$ cat config.mk
export PLATFORM = sky130hd
export DESIGN_NAME = pmrb_bank
export DESIGN_NICKNAME = d
export VERILOG_FILES = /design/src/pmrb_bank.v
export VERILOG_INCLUDE_DIRS = /design/src
export SDC_FILE = /design/constraint.sdc
export NUM_CORES = 1
export LEC_CHECK = 0
export ABC_AREA = 0
export BUFFER_PORTS_ARGS = -buffer_cell sky130_fd_sc_hd__buf_2
export CORE_UTILIZATION = 59
export CTS_CLUSTER_SIZE = 20
export DETAILED_ROUTE_END_ITERATION = 10
export PLACE_DENSITY_LB_ADDON = 0.15
export SLEW_MARGIN = 0
export SYNTH_ARGS = -nofsm -noshare
export SYNTH_HDL_FRONTEND = slang
export SYNTH_SLANG_ARGS = --single-unit
export TNS_END_PERCENT = 30
$ cat constraint.sdc
create_clock -name mclk_in -period 4.25 [get_ports mclk_in]
set_input_delay 0.85 -clock mclk_in [delete_from_list [all_inputs] [get_ports mclk_in]]
set_output_delay 0.85 -clock mclk_in [all_outputs]
set_load 0.1 [all_outputs]
$ cat src/pmrb_consts.vh
/*
  Constants of the PHY management register bank: register indices, bit
  positions, masks, reset values and management frame codes.
  Assumes inclusion by the bank's design file only.
*/
`ifndef PMRB_CONSTS_VH
`define PMRB_CONSTS_VH

// Register indices
`define PMRB_IDX_CTL        5'h00
`define PMRB_IDX_STS        5'h01
`define PMRB_IDX_IDH        5'h02
`define PMRB_IDX_IDL        5'h03
`define PMRB_IDX_ADV        5'h04
`define PMRB_IDX_LPA        5'h05
`define PMRB_IDX_CDG        5'h1D
`define PMRB_IDX_SPC        5'h1F

// Default port addresses
`define PMRB_ADDR_P1        5'h01
`define PMRB_ADDR_P2        5'h02

// Global control field holding the programmed base address
`define PMRB_GC_ADDR_HI     7
`define PMRB_GC_ADDR_LO     3

// Basic control bits
`define PMRB_CTL_LOOP       14
`define PMRB_CTL_F100       13
`define PMRB_CTL_ANEN       12
`define PMRB_CTL_PDN        11
`define PMRB_CTL_RSTAN      9
`define PMRB_CTL_FDX        8
`define PMRB_CTL_XALG       5
`define PMRB_CTL_FMDI       4
`define PMRB_CTL_DMDIX      3
`define PMRB_CTL_DFEF       2
`define PMRB_CTL_DTX        1
`define PMRB_CTL_DLED       0
`define PMRB_CTL_MASK_P1    16'h793F
`define PMRB_CTL_MASK_P2    16'h793B
`define PMRB_CTL_RESET      16'h1020

// Basic status
`define PMRB_STS_ABIL       16'h7800
`define PMRB_STS_ANDONE     5
`define PMRB_STS_FEF        4
`define PMRB_STS_ANCAP      3
`define PMRB_STS_LINK       2

// Advertisement and partner ability
`define PMRB_ADV_MASK       16'h05E0
`define PMRB_ADV_RESET      16'h05E0
`define PMRB_ADV_SEL        16'h0001
`define PMRB_ABL_LO         5
`define PMRB_ABL_HI         8
`define PMRB_ABL_PAUSE      10

// Cable diagnostic
`define PMRB_CDG_EN         15
`define PMRB_CDG_RES_LO     13
`define PMRB_CDG_SHORT      12

// Special control/status
`define PMRB_SPC_POL        5

// Management frame
`define PMRB_OP_READ        2'h2
`define PMRB_OP_WRITE       2'h1
`define PMRB_HDR_BITS       4'hC
`define PMRB_DATA_LAST      4'hF
`define PMRB_PRE_MIN        6'h20

`endif

$ cat src/pmrb_bank.v
/*
  PHY management register bank for two copper ports, reached by a
  management controller over MDC/MDIO and by the switch host port.
  Assumes mdc_in and mdio_in come from pins (synchronised here), and that
  host and status inputs are on mclk_in. MDC must be slower than mclk/4.
*/
`timescale 1ns/10ps
`include "pmrb_consts.vh"

module pmrb_bank #(
  parameter [15:0] ID_HIGH = 16'hA5A5, // Arbitrary identifier value
  parameter [15:0] ID_LOW  = 16'h5A5A  // Arbitrary identifier value
) (
  input  wire        mclk_in,
  input  wire        nrst_in,
  input  wire        mdc_in,
  input  wire        mdio_in,
  output reg         mdio_out,
  output reg         mdio_oe_n_out,
  input  wire        gc13_wr_in,
  input  wire [7:0]  gc13_data_in,
  input  wire        host_wr_in,
  input  wire        host_rd_in,
  input  wire        host_port_in,
  input  wire [4:0]  phy_register_index_in,
  input  wire [15:0] host_wdata_in,
  output reg  [15:0] host_rdata_out,
  input  wire [1:0]  an_done_in,
  input  wire [1:0]  link_up_in,
  input  wire [1:0]  far_end_fault_in,
  input  wire [4:0]  lp_ability_p1_in,
  input  wire [4:0]  lp_ability_p2_in,
  input  wire [1:0]  polarity_rev_in,
  input  wire        cable_diag_done_in,
  input  wire [1:0]  cable_diag_result_in,
  input  wire        cable_diag_short_in,
  input  wire [8:0]  cable_diag_count_in,
  output wire [1:0]  far_loopback_out,
  output wire [1:0]  force_100_out,
  output wire [1:0]  an_enable_out,
  output wire [1:0]  power_down_out,
  output reg  [1:0]  restart_an_out,
  output wire [1:0]  full_duplex_out,
  output wire [1:0]  crossover_algorithm_select_out,
  output wire [1:0]  force_mdi_out,
  output wire [1:0]  disable_mdix_out,
  output wire        disable_far_fault_out,
  output wire [1:0]  disable_tx_out,
  output wire [1:0]  disable_led_out,
  output wire [4:0]  adv_ability_p1_out,
  output wire [4:0]  adv_ability_p2_out,
  output wire        cable_diag_start_out
);

  localparam [4:0] ST_IDLE = 5'h01;
  localparam [4:0] ST_SOF  = 5'h02;
  localparam [4:0] ST_HDR  = 5'h04;
  localparam [4:0] ST_TA   = 5'h08;
  localparam [4:0] ST_DATA = 5'h10;

  reg  [15:0] ctl_p1;
  reg  [15:0] ctl_p2;
  reg  [15:0] adv_p1;
  reg  [15:0] adv_p2;
  reg         cdg_run;
  reg  [4:0]  base_addr;
  reg         addr_prog;
  reg         mdc_s1;
  reg         mdc_s2;
  reg         mdc_prev;
  reg         mdio_s1;
  reg         mdio_s2;
  reg  [4:0]  state;
  reg  [5:0]  pre_cnt;
  reg  [3:0]  bit_cnt;
  reg  [11:0] hdr;
  reg  [15:0] shreg;
  reg         hit;
  reg         hit_port;
  reg         mw_pend;
  reg         mw_port;
  reg  [4:0]  mw_idx;
  reg  [15:0] mw_data;
  wire        mdc_rise;
  wire [4:0]  addr_p1;
  wire [4:0]  addr_p2;
  wire        wr_en;
  wire        wr_port;
  wire [4:0]  wr_idx;
  wire [15:0] wr_data;

  // Readback of one register; port is 0 for port one, 1 for port two
  function [15:0] rd_word;
    input       port;
    input [4:0] idx;
    begin
      case (idx)
        `PMRB_IDX_CTL:
          rd_word = port ? (ctl_p2 & `PMRB_CTL_MASK_P2) : (ctl_p1 & `PMRB_CTL_MASK_P1);
        `PMRB_IDX_STS:
          rd_word = `PMRB_STS_ABIL
                  | ({15'h0000, an_done_in[port]} << `PMRB_STS_ANDONE)
                  | ({15'h0000, far_end_fault_in[port]} << `PMRB_STS_FEF)
                  | ({15'h0000, (port ? ctl_p2[`PMRB_CTL_ANEN]
                                      : ctl_p1[`PMRB_CTL_ANEN])} << `PMRB_STS_ANCAP)
                  | ({15'h0000, link_up_in[port]} << `PMRB_STS_LINK);
        `PMRB_IDX_IDH:
          rd_word = ID_HIGH;
        `PMRB_IDX_IDL:
          rd_word = ID_LOW;
        `PMRB_IDX_ADV:
          rd_word = (port ? adv_p2 : adv_p1) | `PMRB_ADV_SEL;
        // Pause sits above a reserved bit, so it is placed apart from the speed bits
        `PMRB_IDX_LPA:
          rd_word = ({15'h0000, (port ? lp_ability_p2_in[4] : lp_ability_p1_in[4])} << `PMRB_ABL_PAUSE)
                  | ({12'h000, (port ? lp_ability_p2_in[3:0] : lp_ability_p1_in[3:0])} << `PMRB_ABL_LO);
        `PMRB_IDX_CDG:
          rd_word = port ? {cdg_run, cable_diag_result_in, cable_diag_short_in,
                            3'h0, cable_diag_count_in} : 16'h0000;
        `PMRB_IDX_SPC:
          rd_word = {15'h0000, polarity_rev_in[port]} << `PMRB_SPC_POL;
        default:
          rd_word = 16'h0000;
      endcase
    end
  endfunction

  assign addr_p1 = addr_prog ? base_addr : `PMRB_ADDR_P1;
  assign addr_p2 = addr_prog ? (base_addr + 5'h01) : `PMRB_ADDR_P2;

  // Host writes take the bank this cycle; a colliding frame write waits for the first cycle with no host write
  assign wr_en   = host_wr_in | mw_pend;
  assign wr_port = host_wr_in ? host_port_in : mw_port;
  assign wr_idx  = host_wr_in ? phy_register_index_in : mw_idx;
  assign wr_data = host_wr_in ? host_wdata_in : mw_data;

  assign mdc_rise = mdc_s2 & ~mdc_prev;

  // Programmed base address
  always @(posedge mclk_in)
  begin
    if (!nrst_in)
    begin
      base_addr <= `PMRB_ADDR_P1;
      addr_prog <= 1'b0;
    end
    else if (gc13_wr_in)
    begin
      base_addr <= gc13_data_in[`PMRB_GC_ADDR_HI:`PMRB_GC_ADDR_LO];
      addr_prog <= 1'b1;
    end
  end

  // Register storage, shared by both access paths
  always @(posedge mclk_in)
  begin
    if (!nrst_in)
    begin
      ctl_p1         <= `PMRB_CTL_RESET;
      ctl_p2         <= `PMRB_CTL_RESET;
      adv_p1         <= `PMRB_ADV_RESET;
      adv_p2         <= `PMRB_ADV_RESET;
      cdg_run        <= 1'b0;
      restart_an_out <= 2'b00;
    end
    else
    begin
      restart_an_out <= 2'b00;
      // Done clears the run flag unless a new start lands the same cycle
      if (cable_diag_done_in)
        cdg_run <= 1'b0;
      if (wr_en)
      begin
        case (wr_idx)
          `PMRB_IDX_CTL:
          begin
            if (wr_port)
              ctl_p2 <= wr_data & `PMRB_CTL_MASK_P2;
            else
              ctl_p1 <= wr_data & `PMRB_CTL_MASK_P1;
            restart_an_out[wr_port] <= wr_data[`PMRB_CTL_RSTAN];
          end
          `PMRB_IDX_ADV:
          begin
            if (wr_port)
              adv_p2 <= wr_data & `PMRB_ADV_MASK;
            else
              adv_p1 <= wr_data & `PMRB_ADV_MASK;
          end
          `PMRB_IDX_CDG:
          begin
            if (wr_port && wr_data[`PMRB_CDG_EN])
              cdg_run <= 1'b1;
          end
          default:
          begin
          end
        endcase
      end
    end
  end

  // Host readback, one cycle after the strobe
  always @(posedge mclk_in)
  begin
    if (!nrst_in)
      host_rdata_out <= 16'h0000;
    else if (host_rd_in)
      host_rdata_out <= rd_word(host_port_in, phy_register_index_in);
  end

  // Pin synchronisers; first stages feed only second stages
  always @(posedge mclk_in)
  begin
    if (!nrst_in)
    begin
      mdc_s1   <= 1'b0;
      mdc_s2   <= 1'b0;
      mdc_prev <= 1'b0;
      mdio_s1  <= 1'b1;
      mdio_s2  <= 1'b1;
    end
    else
    begin
      mdc_s1   <= mdc_in;
      mdc_s2   <= mdc_s1;
      mdc_prev <= mdc_s2;
      mdio_s1  <= mdio_in;
      mdio_s2  <= mdio_s1;
    end
  end

  // Management frame engine, stepped on each detected MDC rise
  always @(posedge mclk_in)
  begin
    if (!nrst_in)
    begin
      state         <= ST_IDLE;
      pre_cnt       <= 6'h00;
      bit_cnt       <= 4'h0;
      hdr           <= 12'h000;
      shreg         <= 16'h0000;
      hit           <= 1'b0;
      hit_port      <= 1'b0;
      mw_pend       <= 1'b0;
      mw_port       <= 1'b0;
      mw_idx        <= 5'h00;
      mw_data       <= 16'h0000;
      mdio_out      <= 1'b1;
      mdio_oe_n_out <= 1'b1;
    end
    else
    begin
      if (mw_pend && !host_wr_in)
        mw_pend <= 1'b0;
      if (mdc_rise)
      begin
        case (state)
          ST_IDLE:
          begin
            if (mdio_s2)
            begin
              if (pre_cnt != `PMRB_PRE_MIN)
                pre_cnt <= pre_cnt + 6'h01;
            end
            else
            begin
              pre_cnt <= 6'h00;
              if (pre_cnt == `PMRB_PRE_MIN)
                state <= ST_SOF;
            end
          end
          ST_SOF:
          begin
            bit_cnt <= 4'h0;
            state   <= mdio_s2 ? ST_HDR : ST_IDLE;
          end
          ST_HDR:
          begin
            hdr     <= {hdr[10:0], mdio_s2};
            bit_cnt <= bit_cnt + 4'h1;
            if (bit_cnt == `PMRB_HDR_BITS - 4'h1)
            begin
              bit_cnt  <= 4'h0;
              state    <= ST_TA;
              // The last header bit is still on the line, so the address sits one bit lower
              hit      <= (hdr[8:4] == addr_p1) || (hdr[8:4] == addr_p2);
              hit_port <= (hdr[8:4] == addr_p2);
            end
          end
          ST_TA:
          begin
            bit_cnt <= bit_cnt + 4'h1;
            if (bit_cnt == 4'h0)
            begin
              hit <= (hdr[9:5] == addr_p1) || (hdr[9:5] == addr_p2);
              if (hdr[11:10] == `PMRB_OP_READ &&
                  ((hdr[9:5] == addr_p1) || (hdr[9:5] == addr_p2)))
              begin
                shreg         <= rd_word(hit_port, hdr[4:0]);
                mdio_out      <= 1'b0;
                mdio_oe_n_out <= 1'b0;
              end
            end
            else
            begin
              bit_cnt <= 4'h0;
              state   <= ST_DATA;
              if (!mdio_oe_n_out)
              begin
                mdio_out <= shreg[15];
                shreg    <= {shreg[14:0], 1'b0};
              end
            end
          end
          ST_DATA:
          begin
            bit_cnt <= bit_cnt + 4'h1;
            if (!mdio_oe_n_out)
            begin
              mdio_out <= shreg[15];
              shreg    <= {shreg[14:0], 1'b0};
            end
            else
              shreg <= {shreg[14:0], mdio_s2};
            if (bit_cnt == `PMRB_DATA_LAST)
            begin
              state         <= ST_IDLE;
              pre_cnt       <= 6'h00;
              mdio_out      <= 1'b1;
              mdio_oe_n_out <= 1'b1;
              if (mdio_oe_n_out && hit && hdr[11:10] == `PMRB_OP_WRITE)
              begin
                mw_pend <= 1'b1;
                mw_port <= hit_port;
                mw_idx  <= hdr[4:0];
                mw_data <= {shreg[14:0], mdio_s2};
              end
            end
          end
          default:
            state <= ST_IDLE;
        endcase
      end
    end
  end

  // Port controls driven straight from the stored control words, advertisement words and diagnostic run flag
  assign far_loopback_out               = {ctl_p2[`PMRB_CTL_LOOP], ctl_p1[`PMRB_CTL_LOOP]};
  assign force_100_out                  = {ctl_p2[`PMRB_CTL_F100], ctl_p1[`PMRB_CTL_F100]};
  assign an_enable_out                  = {ctl_p2[`PMRB_CTL_ANEN], ctl_p1[`PMRB_CTL_ANEN]};
  assign power_down_out                 = {ctl_p2[`PMRB_CTL_PDN], ctl_p1[`PMRB_CTL_PDN]};
  assign full_duplex_out                = {ctl_p2[`PMRB_CTL_FDX], ctl_p1[`PMRB_CTL_FDX]};
  assign crossover_algorithm_select_out = {ctl_p2[`PMRB_CTL_XALG], ctl_p1[`PMRB_CTL_XALG]};
  assign force_mdi_out                  = {ctl_p2[`PMRB_CTL_FMDI], ctl_p1[`PMRB_CTL_FMDI]};
  assign disable_mdix_out               = {ctl_p2[`PMRB_CTL_DMDIX], ctl_p1[`PMRB_CTL_DMDIX]};
  assign disable_far_fault_out          = ctl_p1[`PMRB_CTL_DFEF];
  assign disable_tx_out                 = {ctl_p2[`PMRB_CTL_DTX], ctl_p1[`PMRB_CTL_DTX]};
  assign disable_led_out                = {ctl_p2[`PMRB_CTL_DLED], ctl_p1[`PMRB_CTL_DLED]};
  assign adv_ability_p1_out             = {adv_p1[`PMRB_ABL_PAUSE], adv_p1[`PMRB_ABL_HI:`PMRB_ABL_LO]};
  assign adv_ability_p2_out             = {adv_p2[`PMRB_ABL_PAUSE], adv_p2[`PMRB_ABL_HI:`PMRB_ABL_LO]};
  assign cable_diag_start_out           = cdg_run;

endmodule

==> results.md <==
Route:
- The routed design has 20,900 µm of wire.
- The count of antenna-violating nets left after detailed routing is 0.
- In the routed layout, each cell is associated on average with a via count of 6.31.
- The average detailed-routed wire length per instance is 18.6 µm.
- In this run, the number of DRC markers left after iteration 0 of detailed routing was 795.
- For this run, the detailed router's first-pass iteration total came to 9.
- The DRC violation count after routing is 14.
- The vias after detailed routing is 7,109.

Timing:
- On the final layout, the worst clock skew is 9.42 ps.
- Setup repair after global routing left no endpoint under its margin.
- The worst relative slew slack is 16.1%.
- The count of endpoints failing setup in the final report is 0.
- The achievable frequency is 0.310 GHz.
- The actual transition at the worst max-transition pin is 1260 ps.
- The minimum clock period is 3230 ps.
- The number of endpoints with negative hold slack in the final report was 0.
- The max-slew violation count is 0.
- The portion of the clock cycle consumed by the worst path in the final layout is 75.9%.
- Summed over all failing endpoints, the final setup total negative slack is 0 ps.

Logic synthesis:
- The synthesized area is 7180 µm².
- The share of synthesized registers carrying an async set or reset is 0%.
- The sequential fraction of the synthesis area is 36.5%.
- A synthesized cell averages 7.99 µm².
- Yosys mapped the design onto 64 distinct sky130hd cell types.
- Counting flops with a built-in enable in the synthesized netlist gives 0.
- The commonest register cell after synthesis is sky130_fd_sc_hd__dfxtp_1.
- The number of nets produced by synthesis is 971.
- The Yosys step of the flow raised 0 warnings.
- The flip-flop and latch count after synthesis is 131.
- Counting every instance in the synthesized netlist gives 898.

Clocking:
- The largest buffer count on any clock path is 2.
- The number of setup buffers added after CTS is 0.
- The later pin in the worst-skew pair is clocked with a latency of 430 ps.
- The root buffer cell is sky130_fd_sc_hd__clkbuf_16.
- TritonCTS built the clock tree.
- Post-CTS repair changed the size of 0 cells.
- Buffers inserted to repair hold after CTS numbered 0.
- The number of buffers inserted during clock tree synthesis is 17.
- The H-tree level count is 4.
- The count of clock tree sinks is 131.
- Clock-pin slew was measured on the worst setup and hold paths at 60 ps.

Global route:
- Entering global routing, the biggest net connects 59 pins.
- The first global-routing pass estimated 32,800 µm of wire.
- The initial antenna violation count is 0.
- In the global route stage, overall resource usage came out at 33.2%.
- The total congestion overflow after global routing is 0.
- The number of global-route vias before repair is 6,326.

Final layout:
- The final layout contains 1,044 nets.
- The number of fill cells is 964.
- The share of final-layout standard cells stronger than drive strength 1 is 18.0%.
- For this run, the number of standard cells in the final layout without fillers is 1,126.
- The area overhead of the layout relative to synthesis is 16.1%.
- The number of antenna diodes in the final layout is 0.

Job:
- The total of max-cap violations is 0.

Placement:
- Summed over all nets, the half-perimeter wirelength after detailed placement is 14,600 µm.
- Routability-driven placement finished with a final weighted congestion of 0.968.
- The number of cells in the design after placement is 1,095.
- The count of buffers added on input and output ports is 116.

Die:
- In this run the core area contains 39 standard-cell rows.
- The region available for standard cell placement spans 11,600 µm².
- The initial core utilization is 61.8%.
- The number of placed I/O pins is 120.
- The die height is 112 µm.
- The floorplan step defined a die boundary enclosing 12,600 µm².
- Measured along the x axis, the die boundary spans 112 µm.

Worst setup path:
- STA classifies the critical path endpoint as a flip-flop.
- Data on the critical path is required at its endpoint by 4570 ps.
- The element type at the critical path start is a flip-flop.
- The startpoint of the most critical register-to-register path is base_addr[1].
- The most critical setup path has its startpoint at base_addr[1].
- The category of the most critical setup path is flip-flop to flip-flop.
- The data arrival time of the worst path is 3550 ps.
- Of all nets on the critical path, the largest fanout is 31.

Power:
- In this run the static leakage power is 3.26 nW.
- The power density over the cells is 378 nW/µm².
- Across the VDD grid, the largest voltage drop is 438 µV.

Run status:
- The run finished, with violations left.
- The checks that failed: DRC.

Worst hold path:
- The type of the tightest min-delay check is flip-flop to flip-flop.
- The launch instance of the worst min-delay path is mdio_s1.
-- power by group --
part           total (mW)  leakage [nW]  switching [mW]  internal [mW]
Clock                1.54         0.301           0.563          0.972
Combinational       0.332          1.90           0.236         0.0963
Sequential           1.28          1.06          0.0310           1.25
Total                3.15          3.26           0.830           2.32
-- worst max-delay path, cell delays in order (launching register included) --
cell                       delay (ps)
sky130_fd_sc_hd__dfxtp_1          470
sky130_fd_sc_hd__ha_1             340
sky130_fd_sc_hd__or3b_1           380
sky130_fd_sc_hd__or3b_1           400
sky130_fd_sc_hd__a32oi_2          190
sky130_fd_sc_hd__a32oi_2          200
sky130_fd_sc_hd__o21bai_4         620
sky130_fd_sc_hd__a21oi_1          170
sky130_fd_sc_hd__a311oi_1         350
-- flip-flops by register name, summed over array words and instances (netlist names), 2 cells and up --
signal,cells
ctl_p1,11
mw_data,16
adv_p2,5
base_addr,5
shreg,16
adv_p1,5
ctl_p2,10
restart_an_out,2
host_rdata_out,16
hdr,12
state,5
mw_idx,5
pre_cnt,6
bit_cnt,4
-- final timing paths --
| path | end | slack, ps | depth (start not counted) |
|---|---|---|---|
| setup / recovery | shreg[7] | 1020 | 8 |
| hold reg to reg | mdio_s2 | 410 | 1 |
| setup reg to reg | shreg[7] | 1020 | 8 |
| hold / removal | mdio_s2 | 410 | 1 |
-- final cells by class --
cell class / count / area (µm²) / area share, %
clock buffer: 21 / 470 / 5.65
clock inverter: 10 / 146 / 1.76
inverter: 14 / 52.6 / 0.631
multi-input combinational: 683 / 4220 / 50.7
sequential: 131 / 2620 / 31.5
tap: 143 / 179 / 2.15
timing repair buffer: 124 / 641 / 7.69
-- cell families (layout without fill, tap and decap cells) --
| family | Yosys count | after routing | share of synthesized area, % |
|---|---|---|---|
| flops | 131 | 131 | 36.5 |
| simple gates | 336 | 336 | 21.2 |
| mux | 79 | 79 | 11.1 |
| xor+xnor | 20 | 20 | 2.44 |
| fa+ha+maj | 5 | 5 | 0.872 |
| compound gates | 243 | 243 | 23.0 |
| buf+inv | 84 | 169 | 4.78 |
-- Yosys cell counts (all sizes together) (2+ instances only) --
cell type / n / area, µm²
a2111oi: 3 / 26.3
a211oi: 25 / 188
a21o: 5 / 37.5
a21oi: 86 / 430
a221oi: 9 / 78.8
a22o: 7 / 61.3
a22oi: 16 / 120
a2bb2oi: 4 / 35.0
a311oi: 15 / 150
a31oi: 6 / 37.5
a32oi: 10 / 103
and2: 11 / 68.8
and3: 8 / 50.1
buf: 15 / 83.8
clkbuf: 55 / 206
dfxtp: 131 / 2620
ha: 5 / 62.6
inv: 13 / 48.8
mux2: 7 / 78.8
mux2i: 72 / 721
nand2: 99 / 372
nand2b: 14 / 87.6
nand3: 22 / 110
nand3b: 4 / 30.0
nand4: 4 / 25.0
nor2: 130 / 488
nor2b: 8 / 50.1
nor3: 16 / 90.1
nor4: 3 / 18.8
nor4bb: 2 / 20.0
o211ai: 7 / 52.6
o21ai: 27 / 135
o21bai: 3 / 33.8
o221ai: 2 / 17.5
o22ai: 4 / 25.0
o2bb2ai: 2 / 17.5
o311ai: 3 / 26.3
o31ai: 2 / 15.0
or2: 2 / 12.5
or3: 3 / 18.8
or3b: 4 / 35.0
or4: 2 / 15.0
xnor2: 16 / 140
xor2: 4 / 35.0
-- layer usage --
layer / up-vias / GRT usage [%] / share of wire [%]
met5: - / 0 / 0
met4: 0 / 12.4 / 2.5
met3: 48 / 8.32 / 12
met2: 417 / 48.3 / 42
met1: 3272 / 47.4 / 43
li1: 3372 / - / -
-- per-stage QoR --
| step | util [%] | setup WS (ps) | hold WS, ps | power, mW | area, µm² |
|---|---|---|---|---|---|
| after global placement | 66.4 | 1170 | 388 | 1.63 | 7720 |
| after floorplan | - | 1620 | 386 | 1.54 | 7180 |
| final | 71.8 | 1020 | 411 | 3.15 | 8330 |
| after global routing | 71.8 | 844 | 430 | 3.23 | 8330 |
| after detailed placement | 66.4 | 1110 | 398 | 1.63 | 7720 |
| after CTS | 71.8 | 1020 | 411 | 3.15 | 8330 |
-- cells in the final DEF, fill, tap and decap left out, types with 6 or more instances in the layout --
cell,count
sky130_fd_sc_hd__a211oi_1,25
sky130_fd_sc_hd__a21oi_1,86
sky130_fd_sc_hd__a221oi_1,9
sky130_fd_sc_hd__a22o_1,7
sky130_fd_sc_hd__a22oi_1,16
sky130_fd_sc_hd__a311oi_1,12
sky130_fd_sc_hd__a31oi_1,6
sky130_fd_sc_hd__a32oi_1,8
sky130_fd_sc_hd__and2_1,11
sky130_fd_sc_hd__and3_1,8
sky130_fd_sc_hd__buf_2,116
sky130_fd_sc_hd__buf_4,8
sky130_fd_sc_hd__clkbuf_16,17
sky130_fd_sc_hd__dfxtp_1,131
sky130_fd_sc_hd__inv_1,12
sky130_fd_sc_hd__mux2_2,7
sky130_fd_sc_hd__mux2i_1,72
sky130_fd_sc_hd__nand2_1,99
sky130_fd_sc_hd__nand2b_1,14
sky130_fd_sc_hd__nand3_1,22
sky130_fd_sc_hd__nor2_1,129
sky130_fd_sc_hd__nor2b_1,8
sky130_fd_sc_hd__nor3_1,14
sky130_fd_sc_hd__o211ai_1,7
sky130_fd_sc_hd__o21ai_0,26
sky130_fd_sc_hd__xnor2_1,16
(Power assumes the default switching activity.)
